### src/swc_map.svh
// Constants of the sleep and wake-up controller: register indices,
// field positions, reset values and timing counts.
// Assumes a 10 MHz core oscillator feeding CLOCK_I.
`ifndef SWC_MAP_SVH
`define SWC_MAP_SVH

// ---------------------------------------------------------------
// Register indices (byte address is four times the index)
// ---------------------------------------------------------------
`define SWC_IDX_STATUS 14'h0003
`define SWC_IDX_IRQ_EN 14'h000b
`define SWC_IDX_OPTION 14'h0081
`define SWC_IDX_FUSE 14'h2007

// ---------------------------------------------------------------
// Reset values and field positions
// ---------------------------------------------------------------
`define SWC_OPTION_RST 8'hff
`define SWC_IRQ_EN_RST 8'h00
`define SWC_IRQ_EN_MASK 8'h8f
`define SWC_OPT_PSA 3
`define SWC_OPT_PS_MSB 2
`define SWC_FUSE_WATCHDOG_FUSE_ENABLE 3
`define SWC_FUSE_OSC_MSB 2
`define SWC_IRQ_GIE 7
`define SWC_ST_TO 4
`define SWC_ST_PD 3
`define SWC_ST_WARM 1
`define SWC_ST_ASLEEP 0
`define SWC_NUM_IRQ 4
`define SWC_IRQ_VECTOR 13'h0004

// ---------------------------------------------------------------
// Timing
// ---------------------------------------------------------------
`define SWC_CLK_PERIOD_NS 100
`define SWC_TOST_TOSC 1024
`define SWC_XTAL_DELAY_CYC (`SWC_TOST_TOSC)
`define SWC_RC_DELAY_NS 1000
`define SWC_RC_DELAY_CYC ((`SWC_RC_DELAY_NS + `SWC_CLK_PERIOD_NS - 1) / `SWC_CLK_PERIOD_NS)
`define SWC_WDT_BASE_TICKS 18

// ---------------------------------------------------------------
// Bus answers
// ---------------------------------------------------------------
`define SWC_RESP_OKAY 2'b00
`define SWC_RESP_SLVERR 2'b10

`endif

### src/swc_pkg.sv
// Types of the sleep and wake-up controller.
// Assumes nothing beyond a SystemVerilog compiler.
package swc_pkg;
    // Controller states, one-hot
    typedef enum logic [2:0] {
        SWC_RUN = 3'b001,
        SWC_SLEEP = 3'b010,
        SWC_WARM = 3'b100
    } swc_state_t;
    // Oscillator selection held in the fuse word
    typedef enum logic [2:0] {
        SWC_CRYSTAL_MODE_LOW_POWER = 3'h0,
        SWC_CRYSTAL_MODE_MEDIUM = 3'h1,
        SWC_CRYSTAL_MODE_HIGH = 3'h2,
        SWC_RC_MODE = 3'h3
    } swc_osc_mode_t;
endpackage

### src/swc_delay.sv
// Oscillator start-up down-counter.
// Assumes load_i is a one-cycle pulse and count_i is at least one.
`timescale 1ns/1ps
`default_nettype none
module swc_delay #(
    parameter int W = 11
) (
    input wire logic clk_i,
    input wire logic rst_n_i,
    input wire logic load_i,
    input wire logic [W-1:0] count_i,
    output logic done_o
);
    logic [W-1:0] cnt_ff; // Cycles still to wait

    // Count down, pulse done in the cycle after reaching one
    always_ff @(posedge clk_i) begin
        if (!rst_n_i) begin
            cnt_ff <= '0;
            done_o <= 1'b0;
        end else if (load_i) begin
            cnt_ff <= count_i;
            done_o <= 1'b0;
        end else begin
            done_o <= (cnt_ff == W'(1));
            if (cnt_ff != '0) begin
                cnt_ff <= cnt_ff - W'(1);
            end
        end
    end
endmodule
`default_nettype wire

### src/swc_wdog.sv
// Watchdog counter counting ticks of its own slow oscillator.
// Assumes tick_i is a one-cycle pulse synchronous to clk_i.
`timescale 1ns/1ps
`default_nettype none
module swc_wdog #(
    parameter int TICK_W = 12,
    parameter int BASE_TICKS = 18
) (
    input wire logic clk_i,
    input wire logic rst_n_i,
    input wire logic en_i,
    input wire logic clr_i,
    input wire logic tick_i,
    input wire logic psa_i,
    input wire logic [2:0] ps_i,
    output logic timeout_o
);
    logic [TICK_W-1:0] cnt_ff; // Ticks since last clear
    logic [TICK_W-1:0] limit; // Ticks per time-out

    // Prescaler widens the period by two to the ps field
    always_comb begin
        limit = psa_i ? (TICK_W'(BASE_TICKS) << ps_i) : TICK_W'(BASE_TICKS);
    end

    // Count ticks; a disabled watchdog never times out
    always_ff @(posedge clk_i) begin
        if (!rst_n_i || clr_i || !en_i) begin
            cnt_ff <= '0;
            timeout_o <= 1'b0;
        end else if (tick_i && cnt_ff >= limit - TICK_W'(1)) begin
            cnt_ff <= '0;
            timeout_o <= 1'b1;
        end else begin
            cnt_ff <= cnt_ff + TICK_W'(tick_i);
            timeout_o <= 1'b0;
        end
    end
endmodule
`default_nettype wire

### src/swc_top.sv
// Sleep entry and wake-up controller with its watchdog and register slave.
// Assumes the core pulses SLEEP_EXEC_I and CLRWDT_I for one cycle and
// that CLOCK_I is the core oscillator; OSC_DRIVER_ON_O gates core clocks.
`timescale 1ns/1ps
`default_nettype none
`include "swc_map.svh"

// Function
// - Sleep entered only by sleep instruction
// - Sleep entry clears watchdog, keeps it running
// - Sleep entry clears power-down, sets time-out
// - Sleep entry stops main oscillator driver
// - Pins keep pre-sleep state while asleep
// - Watchdog reset never drives master clear low
// - Wake on clear, watchdog, interrupt sources
// - Master clear resets; others continue execution
// - Power-down flag set at power-up, cleared by sleep
// - Watchdog wake clears time-out flag
// - Next instruction prefetched during sleep
// - Enabled sources wake regardless of global enable
// - After interrupt wake, branch to vector if global enable
// - Pending enabled flag at sleep wakes immediately
// - Watchdog cleared on every wake-up
// - Oscillator start-up delay before resuming
// - Watchdog resets when running, wakes when asleep
// - Fuse clear disables watchdog completely
module swc_top #(
    parameter int WDT_BASE = `SWC_WDT_BASE_TICKS
) (
    input wire logic CLOCK_I,
    input wire logic RST_N_I,
    input wire logic [15:0] S_AXI_AWADDR_I,
    input wire logic S_AXI_AWVALID_I,
    output logic S_AXI_AWREADY_O,
    input wire logic [31:0] S_AXI_WDATA_I,
    input wire logic [3:0] S_AXI_WSTRB_I,
    input wire logic S_AXI_WVALID_I,
    output logic S_AXI_WREADY_O,
    output logic [1:0] S_AXI_BRESP_O,
    output logic S_AXI_BVALID_O,
    input wire logic S_AXI_BREADY_I,
    input wire logic [15:0] S_AXI_ARADDR_I,
    input wire logic S_AXI_ARVALID_I,
    output logic S_AXI_ARREADY_O,
    output logic [31:0] S_AXI_RDATA_O,
    output logic [1:0] S_AXI_RRESP_O,
    output logic S_AXI_RVALID_O,
    input wire logic S_AXI_RREADY_I,
    input wire logic [7:0] FUSE_I,
    input wire logic SLEEP_EXEC_I,
    input wire logic CLRWDT_I,
    input wire logic MASTER_CLEAR_PIN_N_I,
    input wire logic WDT_TICK_I,
    input wire logic [`SWC_NUM_IRQ-1:0] IRQ_FLAG_I,
    output logic OSC_DRIVER_ON_O,
    output logic PIPE_FREEZE_O,
    output logic PREFETCH_O,
    output logic IO_HOLD_O,
    output logic DEV_RESET_O,
    output logic RESUME_O,
    output logic VECTOR_BRANCH_O,
    output logic [12:0] VECTOR_ADDR_O
);
    // ---------------------------------------------------------------
    // Declarations
    // ---------------------------------------------------------------
    swc_pkg::swc_state_t state_ff; // Controller state
    swc_pkg::swc_state_t nxt_state; // Next controller state
    logic [7:0] option_ff; // Timer option register
    logic [7:0] irq_en_ff; // Global and per-source enables
    logic [7:0] fuse_ff; // Fuse word caught after reset
    logic fuse_valid_ff; // Fuse word has been caught
    logic power_down_flag_ff; // Low after sleep, high from power-up
    logic timeout_flag_ff; // Low after a watchdog time-out
    logic wake_irq_ff; // Wake-up was caused by an interrupt
    logic wdt_timeout; // Watchdog time-out pulse
    logic wdt_en; // Watchdog enabled by fuse
    logic wdt_clr; // Watchdog clear request
    logic delay_done; // Start-up delay expired
    logic master_clear_pin; // Master clear asserted
    logic irq_wake; // Some enabled source is flagged
    logic wake; // Any wake cause
    logic sleep_entry; // Sleep instruction taken this cycle
    logic wake_start; // Leaving sleep towards warm-up
    logic resume; // Warm-up over, core restarts
    logic xtal_mode; // Oscillator needs the long start-up
    logic [10:0] delay_cnt; // Start-up delay in cycles
    logic [13:0] aw_idx_ff; // Latched write index
    logic [7:0] wdata_ff; // Latched write data low byte
    logic wstrb0_ff; // Latched low byte lane strobe
    logic [13:0] ar_idx_ff; // Latched read index
    logic do_write; // Address and data both held
    logic do_read; // Read address held
    logic [31:0] rd_word; // Decoded read data
    logic rd_ok; // Read index is mapped
    logic wr_ok; // Write index is writable

    // ---------------------------------------------------------------
    // Wake and event conditions
    // ---------------------------------------------------------------
    // Combine the causes, interrupt sources gated by their own enables
    always_comb begin
        master_clear_pin = !MASTER_CLEAR_PIN_N_I;
        irq_wake = |(IRQ_FLAG_I & irq_en_ff[`SWC_NUM_IRQ-1:0]);
        wake = master_clear_pin || wdt_timeout || irq_wake;
        sleep_entry = (state_ff == swc_pkg::SWC_RUN) && SLEEP_EXEC_I && !master_clear_pin;
        wake_start = (state_ff == swc_pkg::SWC_SLEEP) && !master_clear_pin && (wdt_timeout || irq_wake);
        resume = (state_ff == swc_pkg::SWC_WARM) && !master_clear_pin && delay_done;
        wdt_en = fuse_valid_ff && fuse_ff[`SWC_FUSE_WATCHDOG_FUSE_ENABLE];
        wdt_clr = sleep_entry || wake_start || CLRWDT_I || master_clear_pin;
        xtal_mode = fuse_ff[`SWC_FUSE_OSC_MSB:0] inside {swc_pkg::SWC_CRYSTAL_MODE_LOW_POWER,
            swc_pkg::SWC_CRYSTAL_MODE_MEDIUM, swc_pkg::SWC_CRYSTAL_MODE_HIGH};
        delay_cnt = xtal_mode ? 11'(`SWC_XTAL_DELAY_CYC) : 11'(`SWC_RC_DELAY_CYC);
    end

    // ---------------------------------------------------------------
    // Watchdog and start-up delay
    // ---------------------------------------------------------------
    // Watchdog keeps counting through sleep on its own tick
    swc_wdog #(.TICK_W(12), .BASE_TICKS(WDT_BASE)) u_wdog (
        .clk_i(CLOCK_I),
        .rst_n_i(RST_N_I),
        .en_i(wdt_en),
        .clr_i(wdt_clr),
        .tick_i(WDT_TICK_I),
        .psa_i(option_ff[`SWC_OPT_PSA]),
        .ps_i(option_ff[`SWC_OPT_PS_MSB:0]),
        .timeout_o(wdt_timeout)
    );

    // Oscillator settles for the mode's delay before the core restarts
    swc_delay #(.W(11)) u_delay (
        .clk_i(CLOCK_I),
        .rst_n_i(RST_N_I),
        .load_i(wake_start),
        .count_i(delay_cnt),
        .done_o(delay_done)
    );

    // ---------------------------------------------------------------
    // State machine
    // ---------------------------------------------------------------
    // Next state from instruction, wake causes and delay
    always_comb begin
        nxt_state = state_ff;
        case (state_ff)
            swc_pkg::SWC_RUN: begin
                if (sleep_entry) begin
                    nxt_state = swc_pkg::SWC_SLEEP;
                end
            end
            swc_pkg::SWC_SLEEP: begin
                if (master_clear_pin) begin
                    nxt_state = swc_pkg::SWC_RUN;
                end else if (wake) begin
                    nxt_state = swc_pkg::SWC_WARM;
                end
            end
            swc_pkg::SWC_WARM: begin
                if (master_clear_pin || delay_done) begin
                    nxt_state = swc_pkg::SWC_RUN;
                end
            end
            default: begin
                nxt_state = swc_pkg::SWC_RUN;
            end
        endcase
    end

    // State register
    always_ff @(posedge CLOCK_I) begin
        if (!RST_N_I) begin
            state_ff <= swc_pkg::SWC_RUN;
        end else begin
            state_ff <= nxt_state;
        end
    end

    // ---------------------------------------------------------------
    // Core-facing outputs
    // ---------------------------------------------------------------
    // Oscillator driver, pipeline freeze and pin hold
    always_ff @(posedge CLOCK_I) begin
        if (!RST_N_I) begin
            OSC_DRIVER_ON_O <= 1'b1;
            PIPE_FREEZE_O <= 1'b0;
            IO_HOLD_O <= 1'b0;
        end else begin
            if (sleep_entry) begin
                OSC_DRIVER_ON_O <= 1'b0;
            end else if (nxt_state != swc_pkg::SWC_SLEEP) begin
                OSC_DRIVER_ON_O <= 1'b1;
            end
            PIPE_FREEZE_O <= (nxt_state != swc_pkg::SWC_RUN);
            IO_HOLD_O <= (nxt_state != swc_pkg::SWC_RUN);
        end
    end

    // Instruction-side pulses: prefetch, resume, vector branch
    always_ff @(posedge CLOCK_I) begin
        if (!RST_N_I) begin
            PREFETCH_O <= 1'b0;
            RESUME_O <= 1'b0;
            VECTOR_BRANCH_O <= 1'b0;
            VECTOR_ADDR_O <= 13'h0000;
            wake_irq_ff <= 1'b0;
        end else begin
            PREFETCH_O <= sleep_entry;
            RESUME_O <= resume;
            VECTOR_BRANCH_O <= resume && wake_irq_ff && irq_en_ff[`SWC_IRQ_GIE];
            if (resume && wake_irq_ff && irq_en_ff[`SWC_IRQ_GIE]) begin
                VECTOR_ADDR_O <= `SWC_IRQ_VECTOR;
            end
            if (wake_start) begin
                wake_irq_ff <= irq_wake && !wdt_timeout;
            end
        end
    end

    // Internal reset from master clear or a running-state time-out;
    // the master clear pin is input only and is never driven
    always_ff @(posedge CLOCK_I) begin
        if (!RST_N_I) begin
            DEV_RESET_O <= 1'b0;
        end else begin
            DEV_RESET_O <= master_clear_pin || (wdt_timeout && state_ff == swc_pkg::SWC_RUN);
        end
    end

    // ---------------------------------------------------------------
    // Status flags
    // ---------------------------------------------------------------
    // Sets win over the time-out clear arriving in the same cycle
    always_ff @(posedge CLOCK_I) begin
        if (!RST_N_I) begin
            power_down_flag_ff <= 1'b1;
            timeout_flag_ff <= 1'b1;
        end else begin
            if (sleep_entry) begin
                power_down_flag_ff <= 1'b0;
            end else if (CLRWDT_I) begin
                power_down_flag_ff <= 1'b1;
            end
            if (sleep_entry || CLRWDT_I) begin
                timeout_flag_ff <= 1'b1;
            end else if (wdt_timeout) begin
                timeout_flag_ff <= 1'b0;
            end
        end
    end

    // Fuse word caught once after reset release
    always_ff @(posedge CLOCK_I) begin
        if (!RST_N_I) begin
            fuse_ff <= 8'h00;
            fuse_valid_ff <= 1'b0;
        end else if (!fuse_valid_ff) begin
            fuse_ff <= FUSE_I;
            fuse_valid_ff <= 1'b1;
        end
    end

    // ---------------------------------------------------------------
    // Register bus, write side
    // ---------------------------------------------------------------
    // Address and data taken in either order, answer when both held
    always_comb begin
        do_write = !S_AXI_AWREADY_O && !S_AXI_WREADY_O && !S_AXI_BVALID_O;
        wr_ok = (aw_idx_ff == `SWC_IDX_OPTION) || (aw_idx_ff == `SWC_IDX_IRQ_EN);
    end

    // Channel handshakes and write response
    always_ff @(posedge CLOCK_I) begin
        if (!RST_N_I) begin
            S_AXI_AWREADY_O <= 1'b1;
            S_AXI_WREADY_O <= 1'b1;
            S_AXI_BVALID_O <= 1'b0;
            S_AXI_BRESP_O <= `SWC_RESP_OKAY;
            aw_idx_ff <= 14'h0000;
            wdata_ff <= 8'h00;
            wstrb0_ff <= 1'b0;
        end else begin
            if (S_AXI_AWVALID_I && S_AXI_AWREADY_O) begin
                S_AXI_AWREADY_O <= 1'b0;
                aw_idx_ff <= S_AXI_AWADDR_I[15:2];
            end else if (S_AXI_BVALID_O && S_AXI_BREADY_I) begin
                S_AXI_AWREADY_O <= 1'b1;
            end
            if (S_AXI_WVALID_I && S_AXI_WREADY_O) begin
                S_AXI_WREADY_O <= 1'b0;
                wdata_ff <= S_AXI_WDATA_I[7:0];
                wstrb0_ff <= S_AXI_WSTRB_I[0];
            end else if (S_AXI_BVALID_O && S_AXI_BREADY_I) begin
                S_AXI_WREADY_O <= 1'b1;
            end
            if (do_write) begin
                S_AXI_BVALID_O <= 1'b1;
                S_AXI_BRESP_O <= wr_ok ? `SWC_RESP_OKAY : `SWC_RESP_SLVERR;
            end else if (S_AXI_BREADY_I) begin
                S_AXI_BVALID_O <= 1'b0;
            end
        end
    end

    // Writable registers, low byte lane only
    always_ff @(posedge CLOCK_I) begin
        if (!RST_N_I) begin
            option_ff <= `SWC_OPTION_RST;
            irq_en_ff <= `SWC_IRQ_EN_RST;
        end else if (do_write && wstrb0_ff) begin
            if (aw_idx_ff == `SWC_IDX_OPTION) begin
                option_ff <= wdata_ff;
            end
            if (aw_idx_ff == `SWC_IDX_IRQ_EN) begin
                irq_en_ff <= wdata_ff & `SWC_IRQ_EN_MASK;
            end
        end
    end

    // ---------------------------------------------------------------
    // Register bus, read side
    // ---------------------------------------------------------------
    // Read decode, bits above the byte read as zero
    always_comb begin
        do_read = !S_AXI_ARREADY_O && !S_AXI_RVALID_O;
        rd_word = 32'h0000_0000;
        rd_ok = 1'b1;
        case (ar_idx_ff)
            `SWC_IDX_OPTION: rd_word[7:0] = option_ff;
            `SWC_IDX_FUSE: rd_word[7:0] = fuse_ff;
            `SWC_IDX_IRQ_EN: rd_word[7:0] = irq_en_ff;
            `SWC_IDX_STATUS: begin
                rd_word[`SWC_ST_TO] = timeout_flag_ff;
                rd_word[`SWC_ST_PD] = power_down_flag_ff;
                rd_word[`SWC_ST_WARM] = (state_ff == swc_pkg::SWC_WARM);
                rd_word[`SWC_ST_ASLEEP] = (state_ff == swc_pkg::SWC_SLEEP);
            end
            default: rd_ok = 1'b0;
        endcase
    end

    // Read handshakes and data
    always_ff @(posedge CLOCK_I) begin
        if (!RST_N_I) begin
            S_AXI_ARREADY_O <= 1'b1;
            S_AXI_RVALID_O <= 1'b0;
            S_AXI_RDATA_O <= 32'h0000_0000;
            S_AXI_RRESP_O <= `SWC_RESP_OKAY;
            ar_idx_ff <= 14'h0000;
        end else begin
            if (S_AXI_ARVALID_I && S_AXI_ARREADY_O) begin
                S_AXI_ARREADY_O <= 1'b0;
                ar_idx_ff <= S_AXI_ARADDR_I[15:2];
            end else if (S_AXI_RVALID_O && S_AXI_RREADY_I) begin
                S_AXI_ARREADY_O <= 1'b1;
            end
            if (do_read) begin
                S_AXI_RVALID_O <= 1'b1;
                S_AXI_RDATA_O <= rd_word;
                S_AXI_RRESP_O <= rd_ok ? `SWC_RESP_OKAY : `SWC_RESP_SLVERR;
            end else if (S_AXI_RREADY_I) begin
                S_AXI_RVALID_O <= 1'b0;
            end
        end
    end

    // Cycles spent in warm-up, saturating; bounds the wait for resume
    logic [10:0] warm_cnt_ff;
    always_ff @(posedge CLOCK_I) begin
        if (!RST_N_I || state_ff != swc_pkg::SWC_WARM) begin
            warm_cnt_ff <= 11'h000;
        end else if (warm_cnt_ff != 11'h7ff) begin
            warm_cnt_ff <= warm_cnt_ff + 11'h001;
        end
    end
endmodule
`default_nettype wire

### config.mk
export PLATFORM = sky130hd
export DESIGN_NAME = swc_top
export DESIGN_NICKNAME = d
export VERILOG_FILES = /design/src/swc_pkg.sv /design/src/swc_delay.sv /design/src/swc_wdog.sv /design/src/swc_top.sv
export VERILOG_INCLUDE_DIRS = /design/src
export SDC_FILE = /design/constraint.sdc
export NUM_CORES = 1
export LEC_CHECK = 0
export ABC_AREA = 1
export BUFFER_PORTS_ARGS = -buffer_cell sky130_fd_sc_hd__buf_2
export CAP_MARGIN = 10
export CORE_ASPECT_RATIO = 1.2
export CORE_MARGIN = 2
export CORE_UTILIZATION = 54
export CTS_BUF_LIST = sky130_fd_sc_hd__clkbuf_4 sky130_fd_sc_hd__clkbuf_8
export CTS_CLUSTER_SIZE = 8
export DETAILED_ROUTE_END_ITERATION = 16
export GPL_TIMING_DRIVEN = 0
export HOLD_SLACK_MARGIN = 0.05
export PLACE_DENSITY = 0.82
export SYNTH_ARGS = -nofsm -noshare
export SYNTH_HDL_FRONTEND = slang
export SYNTH_SLANG_ARGS = --single-unit
### constraint.sdc
create_clock -name CLOCK_I -period 3.1 [get_ports CLOCK_I]
set_input_delay 0.31 -clock CLOCK_I [delete_from_list [all_inputs] [get_ports CLOCK_I]]
set_output_delay 0.31 -clock CLOCK_I [all_outputs]
set_load 0.03 [all_outputs]
; Yosys cells after proc, flatten, opt, wreduce, memory -nomap -nowiden
; Index checks and enable logic that the tools add are counted.
[totals]
ram_bits = 0
regBits = 114
output_inout_bits = 61
mem_count = 0
wordCells = 143
input_bits = 91
latch_bits = 0
romBits = 0
[classes]
addsub = 3
n_mux = 31
n_bitwise = 2
multipliers = 0
n_eq_ne = 14
n_div = 0
reduce_logical = 60
order_cmp = 1
shifts = 1
[op_table]
columns = operator, n
row1 = $mux 11, 3
row2 = $eq 14x4->1 const B, 2
row3 = $eq 14x8->1 const B, 2
row4 = $logic_and 1x1->1, 21
row5 = $pmux 3 s3, 2
row6 = $mux 1, 16
row7 = $pmux 2 s4, 2
row8 = $reduce_bool 2->1, 8
row9 = $eq 14x14->1 const B, 1
row10 = $eq 14x2->1 const B, 1
row11 = $add 12x1->12, 1
row12 = $ge 12x12->1, 1
row13 = $logic_or 1x1->1, 12
row14 = $mux 12, 1
row15 = $mux 3, 4
row16 = $shl 5x3->12 const A, 1
row17 = $sub 12x1->12 const B, 1
row18 = $eq 11x1->1 const B, 1
row19 = $reduce_bool 11->1, 1
row20 = $sub 11x1->11 const B, 1
row21 = $logic_not 1->1, 9
row22 = $reduce_or 4->1, 2
row23 = $eq 3x1->1 const B, 2
row24 = $eq 3x2->1 const B, 2
row25 = 11 further kinds, 15

; Longest topological paths before layout
; Gate-level depths: netlist of run 1.
[logic_depth]
depth_word = 10
depth_mapped = 20
mapped_depth_nobuf = 19

; Modules after synthesis
; From an unflattened synthesis of run 1, not the netlist that was laid out.
[hier_totals]
cells_unflattened = 818
hier_area_um2 = 5836.8
[modules_own_cells]
columns = module, cells_per_inst, seq_area_each_um2, area_per_inst_um2, instances
row1 = swc_top, 524, 1741.7, 3888.7, 1
row2 = swc_wdog, 173, 260.2, 1188.6, 1
row3 = swc_delay, 121, 240.2, 759.5, 1

; Worst setup path before layout of run 1
; No wires, ideal clock.
[synth_timing]
path_type = flip-flop to flip-flop
from = reg option_ff[0]
to = reg u_wdog.cnt_ff[2]
arrival_ns = 2.429
setup_slack_ns = 0.555
stages_incl_launch_ff = 19
t_required_ns = 2.984
setup_time_ns = 0.116
synth_period_minus_slack_ns = 2.545
path_buffers = 1
path_cell_list = dfxtp_1 > inv_1 > ha_1 > inv_1 > o21ai_0 > inv_1 > ha_1 > nand2_1 > nor4_1 > xnor2_1 > ha_1 > nand2_1 > o21ai_0 > nand2_1 > nand3_1 > nand2_1 > nand2_2 > buf_6 > nor2_1
[synth_via]
elab_chain_cells = 6
[synth_lines]
columns = element, line_no
row1 = "start, declared", swc_top.sv:69  ; logic [7:0] option_ff;
row2 = "start signal, assigned", swc_top.sv:308  ; option_ff <= `SWC_OPTION_RST;
row3 = "start signal, assigned", swc_top.sv:312  ; option_ff <= wdata_ff;
row4 = $shl 5x3->12, swc_wdog.sv:23  ; limit = psa_i ? (TICK_W'(BASE_TICKS) << ps_i) : TICK_W'(BASE_TICKS);
row5 = $mux 12, swc_wdog.sv:23
row6 = $sub 12x1->12, swc_wdog.sv:31  ; end else if (tick_i && cnt_ff >= limit - TICK_W'(1)) begin
row7 = $ge 12x12->1, swc_wdog.sv:31
row8 = $logic_and 1x1->1, swc_wdog.sv:31
row9 = $reduce_or 2->1 (no source line), -
row10 = "end signal, assigned", swc_wdog.sv:35  ; cnt_ff <= cnt_ff + TICK_W'(tick_i);
row11 = "end, declared", swc_wdog.sv:18  ; logic [TICK_W-1:0] cnt_ff;
; Every way passes these cells.
; A chain may end at the register's enable or synchronous reset.

; Worst setup path after layout of run 1
; Same ends and word-level chain as after synthesis.

==> impl_metrics.yaml, run 1 <==
run_status:
  status: "complete, no violations"
floorplanning:
  boundaryPins: 152
  dieArea_sq_mm: 0.0110
  die_y_um: 114
  row_count: 40
  die_width_um: 96.1
  start_util_pct: 55.1
  core_sq_mm: 0.00996
layout:
  fin_cells: 1010
  antenna_cells: 0
  multi_input_area_sq_mm: 0.00275
  nets: 990
  nFillCells: 933
  regArea_sq_mm: 0.00224
  area_growth_pct: 16.8
  drive_gt1_share_pct: 18.8
detailed_routing:
  ant_nets: 0
  viasPerCell: 4.94
  post_drt_wl_per_cell_um: 12.0
  post-route-drc-count: 0
  wl_mm: 12.2
  firstDrtPassIters: 5
  via_count: 4990
  drt_iter0_drc: 279
clock_tree:
  cts_tree: "done"
  cts_buffers: 9
  clkTransAtPathRegs_ns: 0.12
  hold_buffers: 0
  clk_latency_ns: 0.39
  clockBufferDepth: 2
  cts-root-buf: "clkbuf_8"
  clock_sinks: 112
  htreeDepth: 3
grt:
  grt_pass1_wl_mm: 20.2
  grt_start_max_net_pins: 22
  grt_pass1_vias: 4628
  grt_util_all_layers_pct: 23.3
  gr-total-overflow: 0
  antenna_found_initial: 0
critical_path:
  path_class: "flop to flop"
  reg2reg_slack_ns: 0.24
  worst_ep_arrival_time_ns: 3.16
  start_kind: "flop"
  critPathMaxFanout: 10
  crit_path_start: "option_ff[0]"
  rr_endpoint: "u_wdog.cnt_ff[2]"
  cp_data_required_time_ns: 3.39
  ff2ff_path_depth: 19
  cp-end-kind: "flop"
  r2r-start: "option_ff[0]"
synthesis:
  synth_xor_area_share_pct: 3.35
  ys_seq_area_share_pct: 40.8
  syn_area_sq_mm: 0.00549
  synth_edf_count: 0
  syn_inst: 749
  ys_types: 38
  syn_avg_cell_area_sq_um: 7.33
  synth_compound_area_share_pct: 11.3
  synth-simple-area-share_pct: 28.0
  yosys_most_used_dff: "dfxtp_1"
  ys_async_sr_fraction_pct: 0
  yosysWarnings: 0
  ys_seq_elements: 112
  synth_adder_area_share_pct: 4.56
  synth_mux_area_share_pct: 0
  synth_top_family_by_area: "simple AND/OR/NAND/NOR gates"
job:
  cap_violations: 0
sta:
  clock.fmax_mhz: 349
  slew_headroom_pct: 55.8
  final_hold_viol_count: 0
  hold_ws_ns: 0.153
  tightest_slew_ns: 0.663
  period_share_pct: 92.4
  skew_ns: 0.0158
  slew_viol_final: 0
  period_needed_ns: 2.86
  setup-violations-final: 0
placement:
  port_buffers: 82
  gp_congestion: 0.956
  dp.cells: 994
  post-dp-hpwl_mm: 9.52
pwr:
  p_leak_nw: 3.11
  ir_drop_v: 0.000313
  p_per_area_mw_per_mm2: 518
worst_hold_path:
  min_from: "S_AXI_WSTRB_I[0]"
  holdPathEnd: "wstrb0_ff"
  hold_path.class: "input port to flop"
  min_delay_path_depth: 3
==> final cells by class <==
cell class	count	area share (%)
inverter	70	4.10
sequential	112	35.0
buffer	58	6.08
clock inverter	7	1.15
tap	126	2.46
multi-input combinational	546	42.9
timing repair buffer	82	6.40
clock buffer	9	1.93
==> worst max-delay path by stage <==
stage	to	slack [ns]	depth (start not counted)
final	u_wdog.cnt_ff[2]	0.24	19
after global routing	u_wdog.cnt_ff[4]	-0.02	19
after CTS	u_wdog.cnt_ff[2]	0.08	19
after detailed placement	u_wdog.cnt_ff[8]	0.10	19
after global placement	u_wdog.cnt_ff[7]	0.20	19
after floorplan	u_wdog.cnt_ff[2]	0.56	18
==> registers in the layout (all words and copies together) (netlist names), 3 cells and up <==
name / flops
wdata_ff: 8
S_AXI_RDATA_O: 8
ar_idx_ff: 14
irq_en_ff: 5
option_ff: 8
fuse_ff: 8
u_wdog.cnt_ff: 12
u_delay.cnt_ff: 11
aw_idx_ff: 14
state_ff: 3
==> power by group <==
group	leakage [nW]	switching [W]	internal, W
combinational	2.09	0.000501	0.000298
clock	0.101	0.000553	0.000318
sequential	0.918	0.0000912	0.00156
total	3.11	0.00114	0.00218
==> synthesized netlist by cell type (3+ instances only) <==
| library cell | n | area, sq um |
|---|---|---|
| dfxtp_1 | 112 | 2240 |
| nor4_1 | 5 | 31.3 |
| inv_1 | 66 | 248 |
| xnor2_1 | 8 | 70.1 |
| nor2_2 | 4 | 25.0 |
| ha_1 | 20 | 250 |
| xor2_1 | 13 | 114 |
| nor3_1 | 6 | 30.0 |
| buf_6 | 3 | 33.8 |
| nor2_1 | 128 | 480 |
| nand3b_1 | 5 | 37.5 |
| clkbuf_1 | 13 | 48.8 |
| nand2_2 | 3 | 18.8 |
| a21oi_1 | 46 | 230 |
| buf_4 | 39 | 293 |
| nand3_1 | 65 | 325 |
| o21ai_0 | 64 | 320 |
| nand2_1 | 113 | 424 |
| nand4_1 | 8 | 50.1 |
==> layer usage <==
layer  vias up  part of all wire (%)  GRT usage (%)
li1       2616                     -              -
met1      2214                    43           27.8
met2       133                    49           40.6
met3        27                   5.1           4.08
met4         0                   2.6           9.71
met5         -                     0              0
==> logic make-up after synthesis <==
group,Yosys count
buffers and inverters,128
other,1
AO/OA/AOI/OAI,119
adder cells (fa/ha/maj),20
XOR/XNOR,21
flip-flops,112
AND/OR/NAND/NOR,348
==> stage by stage <==
| step | instance area [sq um] | setup WS [ns] | setup TNS, ns | util (%) | total power, W |
|---|---|---|---|---|---|
| after global routing | 6420 | -0.0156 | -0.0748 | 64.4 | 0.00353 |
| after detailed placement | 6200 | 0.101 | 0 | 62.2 | 0.00248 |
| after floorplan | 5630 | 0.555 | 0 | - | 0.00231 |
| final | 6420 | 0.235 | 0 | 64.4 | 0.00332 |
| after CTS | 6400 | 0.0827 | 0 | 64.2 | 0.00333 |
| after global placement | 6200 | 0.198 | 0 | 62.2 | 0.00246 |
==> critical path, cell delays in order (launching register included) <==
cell and delay, ns:
dfxtp_2 0.41, inv_1 0.08, ha_1 0.19, inv_1 0.06, o21ai_1 0.10, inv_1 0.11
ha_1 0.18, nand2_1 0.13, nor2_2 0.15, nand3_1 0.13, xnor2_1 0.14, ha_1 0.29
nand2_1 0.07, nor2_1 0.16, nand3_1 0.09, nand3_1 0.09, nand2_1 0.09, nand2_2 0.09
buf_6 0.14, nor2_1 0.05
==> cells in the final DEF (no fill, tap or decap), drive strengths merged <==
| cell type | n |
|---|---|
| and3 | 1 |
| a21oi | 48 |
| dfxtp | 112 |
| nor4 | 6 |
| nand2 | 118 |
| nand4 | 8 |
| inv | 71 |
| nor2 | 134 |
| buf | 125 |
| xor2 | 13 |
| o22ai | 1 |
| clkinv | 6 |
| nor3 | 8 |
| conb | 38 |
| xnor2 | 8 |
| nor3b | 1 |
| a31oi | 2 |
| o21a | 2 |
| clkbuf | 24 |
| nand3 | 66 |
| nand3b | 5 |
| o21ai | 66 |
| or2 | 1 |
| ha | 20 |
==> timing repair <==
action | CTS | global route
setup buffers | 0 | 0
resized for setup | 0 | 7
hold endpoints to repair | 0 | 0
setup endpoints to repair | 0 | 12
No activity file was read; power rests on OpenSTA's default activity.
==> run 2: changes to the inputs <==
--- a/config.mk
+++ b/config.mk
@@ -9,7 +9,7 @@
 export ABC_AREA = 1
 export BUFFER_PORTS_ARGS = -buffer_cell sky130_fd_sc_hd__buf_2
 export CAP_MARGIN = 10
-export CORE_ASPECT_RATIO = 1.2
+export CORE_ASPECT_RATIO = 1.75
 export CORE_MARGIN = 2
 export CORE_UTILIZATION = 54
 export CTS_BUF_LIST = sky130_fd_sc_hd__clkbuf_4 sky130_fd_sc_hd__clkbuf_8
@@ -18,6 +18,7 @@
 export GPL_TIMING_DRIVEN = 0
 export HOLD_SLACK_MARGIN = 0.05
 export PLACE_DENSITY = 0.82
+export SKIP_CTS_REPAIR_TIMING = 1
 export SYNTH_ARGS = -nofsm -noshare
 export SYNTH_HDL_FRONTEND = slang
 export SYNTH_SLANG_ARGS = --single-unit
==> run 2 against run 1 <==
Hold slack improved by 0.0063 ns. Clock power decreased by 6.0%. Cell count about the same. Clock skew decreased by 0.0032 ns. Largest cell class unchanged. Highest routed layer unchanged.
==> impl_metrics.yaml, run 2 (synthesized netlist as in run 1, its figures left out) <==
detailed_routing:
  drt_iter0_drc: 198
  post-route-drc-count: 0
  via_count: 4966
  ant_nets: 0
  firstDrtPassIters: 4
  post_drt_wl_per_cell_um: 12.1
  viasPerCell: 4.92
  wl_mm: 12.2
placement:
  dp.cells: 993
  gp_congestion: 0.840
  post-dp-hpwl_mm: 9.64
  port_buffers: 82
  place_ws_ns: 0.142
worst_hold_path:
  hold_path.class: "input port to flop"
layout:
  fin_cells: 1009
  antenna_cells: 0
  nets: 990
  drive_gt1_share_pct: 18.8
  final_common_cell: "nor2_1"
  area_growth_pct: 16.3
  final_cell_mix: "127 x nor2_1, 113 x nand2_1, 110 x dfxtp_1"
  top_regs: "ar_idx_ff: 14 flops, aw_idx_ff: 14 flops, u_wdog.cnt_ff: 12 flops"
  nFillCells: 946
sta:
  setup-tns-final_ns: 0
  rsz0062_at_grt: "no"
  tightest_slew_ns: 0.582
  period_needed_ns: 2.82
  final_hold_viol_count: 0
  clock.fmax_mhz: 355
  period_share_pct: 91.0
  slew_headroom_pct: 61.1
  slew_viol_final: 0
  skew_ns: 0.0126
  setup-violations-final: 0
  fin_ws_ns: 0.279
grt:
  gr-total-overflow: 0
  grt_pass1_vias: 4650
  grt_util_all_layers_pct: 23.4
  grt_start_max_net_pins: 20
  grt_pass1_wl_mm: 20.2
  antenna_found_initial: 0
critical_path:
  rr_endpoint: "u_wdog.cnt_ff[9]"
  path_class: "flop to flop"
  ff2ff_path_depth: 18
  crit_cells: 18
  r2r-start: "option_ff[0]"
  critPathMaxFanout: 10
  crit_chain: "inv_1, ha_1, inv_1, o21ai_1, inv_1, ha_1, nand2_1, nor4_2, xnor2_1, ha_1, a21oi_1, o21ai_0, nand2_1, nand3_1, nand2_1, nand2_2, buf_6, nor2_1"
  cp_slowest_cell: "dfxtp_2"
  cp-endpoint: "u_wdog.cnt_ff[9]"
  max_stage_delay_ns: 0.39
  cp-end-kind: "flop"
  start_kind: "flop"
  cp_data_required_time_ns: 3.42
  worst_ep_arrival_time_ns: 3.14
  crit_path_start: "option_ff[0]"
  reg2reg_slack_ns: 0.28
  cp_top_family: "simple AND/OR/NAND/NOR gates"
  cp_num_buf_inv: 4
floorplanning:
  die_y_um: 137
  die_width_um: 80.2
  core_sq_mm: 0.00991
  boundaryPins: 152
  dieArea_sq_mm: 0.0110
  row_count: 48
  start_util_pct: 55.4
clock_tree:
  clockBufferDepth: 2
  cts-root-buf: "clkbuf_8"
  cts_buffers: 9
  cts_tree: "done"
  clkTransAtPathRegs_ns: 0.11
  htreeDepth: 3
  clk_latency_ns: 0.39
  clock_sinks: 112
pwr:
  p_leak_nw: 3.09
  ir_drop_v: 0.000347
  p_per_area_mw_per_mm2: 514
run_status:
  status: "complete, no violations"
job:
  cap_violations: 0
run 2: changes by cell type in the layout (fill, tap and decap cells not counted), sizes merged:
| cell | before | now |
|---|---|---|
| clkinv | 6 | 4 |
| clkinvlp | 0 | 2 |
run 2: metrics by stage:
| stage | util [%] | cell area, sq um | total power (W) | hold WS [ns] |
|---|---|---|---|---|
| floorplan | - | 5630 | 0.00231 | 0.338 |
| global placement | 62.5 | 6200 | 0.00247 | 0.450 |
| detailed placement | 62.5 | 6200 | 0.00248 | 0.448 |
| CTS | 64.3 | 6370 | 0.00329 | 0.149 |
| global route | 64.4 | 6390 | 0.00348 | 0.152 |
| finish | 64.4 | 6390 | 0.00328 | 0.160 |
run 2: worst register-to-register path: stages (launching register included):
cell and delay [ns]:
dfxtp_2 0.39, inv_1 0.08, ha_1 0.19, inv_1 0.07, o21ai_1 0.10, inv_1 0.10, ha_1 0.18, nand2_1 0.11
nor4_2 0.29, xnor2_1 0.16, ha_1 0.27, a21oi_1 0.15, o21ai_0 0.10, nand2_1 0.07, nand3_1 0.07, nand2_1 0.10
nand2_2 0.10, buf_6 0.15, nor2_1 0.08
run 2: cell type report:
cell class | instances | area, sq um | share of cell area, %
Clock buffer | 9 | 124 | 1.94
Inverter | 70 | 263 | 4.11
Buffer | 58 | 390 | 6.11
Clock inverter | 7 | 53.8 | 0.842
Sequential cell | 112 | 2240 | 35.1
Tap cell | 125 | 156 | 2.45
Timing Repair Buffer | 82 | 410 | 6.43
Multi-Input combinational cell | 546 | 2740 | 43.0
run 2: how the worst min path moves through the flow:
| stage | startpoint | to | slack, ns | depth (start not counted) |
|---|---|---|---|---|
| 4_1_cts | S_AXI_AWADDR_I[14] | aw_idx_ff[12] | 0.15 | 3 |
| 3_5_place_dp | wdata_ff[6] | option_ff[6] | 0.45 | 2 |
| 2_1_floorplan | RST_N_I | fuse_valid_ff | 0.34 | 0 |
| 3_3_place_gp | wake_irq_ff | wake_irq_ff | 0.45 | 2 |
| 6_report | FUSE_I[4] | fuse_ff[4] | 0.16 | 3 |
| 5_1_grt | FUSE_I[1] | fuse_ff[1] | 0.15 | 3 |
run 2: power breakdown:
part | switching, W | internal, W
Combinational | 0.000508 | 0.000299
Clock | 0.000518 | 0.000301
Sequential | 0.0000943 | 0.00156
run 2: per-layer routing:
layer	up-vias	GRT usage (%)	routed length, um
met4	0	13.0	539
met1	2195	24.4	4600
met5	-	0	0
li1	2608	-	-
met2	126	43.0	6480
met3	37	4.52	539
==> run 3: changes to the inputs <==
--- a/config.mk
+++ b/config.mk
@@ -11,13 +11,12 @@
 export CAP_MARGIN = 10
 export CORE_ASPECT_RATIO = 1.75
 export CORE_MARGIN = 2
-export CORE_UTILIZATION = 54
+export CORE_UTILIZATION = 26
 export CTS_BUF_LIST = sky130_fd_sc_hd__clkbuf_4 sky130_fd_sc_hd__clkbuf_8
 export CTS_CLUSTER_SIZE = 8
 export DETAILED_ROUTE_END_ITERATION = 16
 export GPL_TIMING_DRIVEN = 0
 export HOLD_SLACK_MARGIN = 0.05
-export PLACE_DENSITY = 0.82
 export SKIP_CTS_REPAIR_TIMING = 1
 export SYNTH_ARGS = -nofsm -noshare
 export SYNTH_HDL_FRONTEND = slang
==> run 3 against run 2 <==
Power is 1.6% higher. First-iteration DRC count increased by 12%. Critical path depth up 1. Via count shrank 0.24%. Hold slack got worse by 0.012 ns. Critical endpoint unchanged.
==> impl_metrics.yaml, run 3 (synthesized netlist as in run 1, its figures left out) <==
detailed_routing:
  firstDrtPassIters: 5
  wl_mm: 14.2
  post-route-drc-count: 0
  ant_nets: 0
  via_count: 4954
  post_drt_wl_per_cell_um: 12.5
  drt_iter0_drc: 221
  viasPerCell: 4.35
floorplanning:
  start_util_pct: 26.3
  die_width_um: 114
  die_y_um: 196
  core_sq_mm: 0.0208
  dieArea_sq_mm: 0.0223
  boundaryPins: 152
  row_count: 70
job:
  cap_violations: 0
worst_hold_path:
  hold_path.class: "input port to flop"
sta:
  setup-tns-final_ns: 0
  clock.fmax_mhz: 354
  period_needed_ns: 2.82
  slew_headroom_pct: 58.1
  hold_ws_ns: 0.148
  final_hold_viol_count: 0
  tightest_slew_ns: 0.628
  skew_ns: 0.0125
  setup-violations-final: 0
  slew_viol_final: 0
  period_share_pct: 91.0
critical_path:
  max_stage_delay_ns: 0.39
  start_kind: "flop"
  cp_top_family: "simple AND/OR/NAND/NOR gates"
  cp_data_required_time_ns: 3.40
  worst_ep_arrival_time_ns: 3.12
  cp-end-kind: "flop"
  cp_slowest_cell: "dfxtp_4"
  path_class: "flop to flop"
  crit_chain: "inv_1, ha_1, inv_1, o21ai_1, inv_1, ha_2, nand2_1, nor2_2, nand3_1, xnor2_1, ha_1, nand2_1, nor2_2, nand3_1, nand3_1, nand2_1, nand2_2, buf_6, nor2_1"
  cp_num_buf_inv: 4
  critPathMaxFanout: 10
placement:
  post-dp-hpwl_mm: 11.6
  port_buffers: 82
  gp_congestion: 0.828
  placed_area_sq_mm: 0.00636
  dp.cells: 1120
layout:
  nets: 993
  nFillCells: 2323
  fin_area_sq_mm: 0.00658
  antenna_cells: 0
  top_regs: "ar_idx_ff: 14 flops, aw_idx_ff: 14 flops, u_wdog.cnt_ff: 12 flops"
  fin_cells: 1139
  area_growth_pct: 19.9
  final_common_cell: "nor2_1"
  drive_gt1_share_pct: 19.3
  final_cell_mix: "126 x nor2_1, 113 x nand2_1, 110 x dfxtp_1"
grt:
  gr-total-overflow: 0
  grt_util_all_layers_pct: 13.1
  grt_pass1_wl_mm: 23.1
  grt_start_max_net_pins: 21
  antenna_found_initial: 0
  grt_pass1_vias: 4815
pwr:
  p_leak_nw: 3.10
  p_switching_w: 0.00116
  p_seq_share_pct: 49.6
  switching_share_pct: 34.9
  pwr-share-comb_pct: 24.5
  p_per_area_mw_per_mm2: 506
  pwr-share-clk_pct: 26.0
  ir_drop_v: 0.000194
  p_int_w: 0.00217
clock_tree:
  clkTransAtPathRegs_ns: 0.12
  clk_latency_ns: 0.40
  htreeDepth: 3
  cts-root-buf: "clkbuf_8"
  clock_sinks: 112
  cts_tree: "done"
  clockBufferDepth: 2
  cts_buffers: 9
run_status:
  status: "complete, no violations"
==> run 3: changes by cell type in the layout (fill, tap and decap cells not counted), sizes merged <==
cell / delta
buf: +3
clkinv: -1
inv: +1
==> run 3: final timing paths <==
path / startpoint / end / depth (start not counted) / slack, ns
worst max-delay path: option_ff[0] / u_wdog.cnt_ff[9] / 19 / 0.28
worst min-delay path: FUSE_I[7] / fuse_ff[7] / 3 / 0.15
worst max register to register: option_ff[0] / u_wdog.cnt_ff[9] / 19 / 0.28
worst min register to register: S_AXI_RDATA_O[1] / S_AXI_RDATA_O[1] / 2 / 0.47
==> run 3: through the flow <==
stage / power (W) / util [%] / worst slack [ns]
2_1_floorplan: 0.00231 / - / 0.555
3_3_place_gp: 0.00250 / 30.5 / 0.0783
3_5_place_dp: 0.00251 / 30.5 / 0.0538
4_1_cts: 0.00337 / 31.4 / 0.0425
5_1_grt: 0.00356 / 31.6 / -0.00157
6_report: 0.00333 / 31.6 / 0.279
==> run 3: worst register-to-register path, delay by kind of cell (launching register included) <==
kind	cells	cell delay, ns
buf+inv	4	0.40
flops	1	0.39
xor+xnor	1	0.15
simple gates	10	1.04
compound gates	1	0.11
fa+ha+maj	3	0.65
==> run 3: power groups by stage <==
stage	clock network, W	registers [W]	logic (W)
5_1_grt	0.000948	0.00167	0.000946
2_1_floorplan	0	0.00168	0.000630
6_report	0.000865	0.00165	0.000815
4_1_cts	0.000893	0.00165	0.000823
3_3_place_gp	0	0.00169	0.000809
3_5_place_dp	0	0.00169	0.000821
==> run 3: metal layers <==
| metal | part of all wire, % | vias up | GRT usage (%) |
|---|---|---|---|
| met5 | 0 | - | 0 |
| met4 | 4.0 | 0 | 6.68 |
| met3 | 4.0 | 30 | 2.13 |
| met2 | 54 | 127 | 25.6 |
| met1 | 38 | 2177 | 12.9 |
| li1 | - | 2620 | - |
==> run 3: area by class of cell <==
| class | count | area (sq um) | share of cell area (%) |
|---|---|---|---|
| repair buffers | 85 | 433 | 6.58 |
| clock inverters | 7 | 62.6 | 0.950 |
| multi-input cells | 546 | 2750 | 41.8 |
| flip-flops and latches | 112 | 2250 | 34.1 |
| clock buffers | 9 | 124 | 1.88 |
| inverters | 70 | 263 | 3.99 |
| well taps | 252 | 315 | 4.79 |
| plain buffers | 58 | 390 | 5.93 |
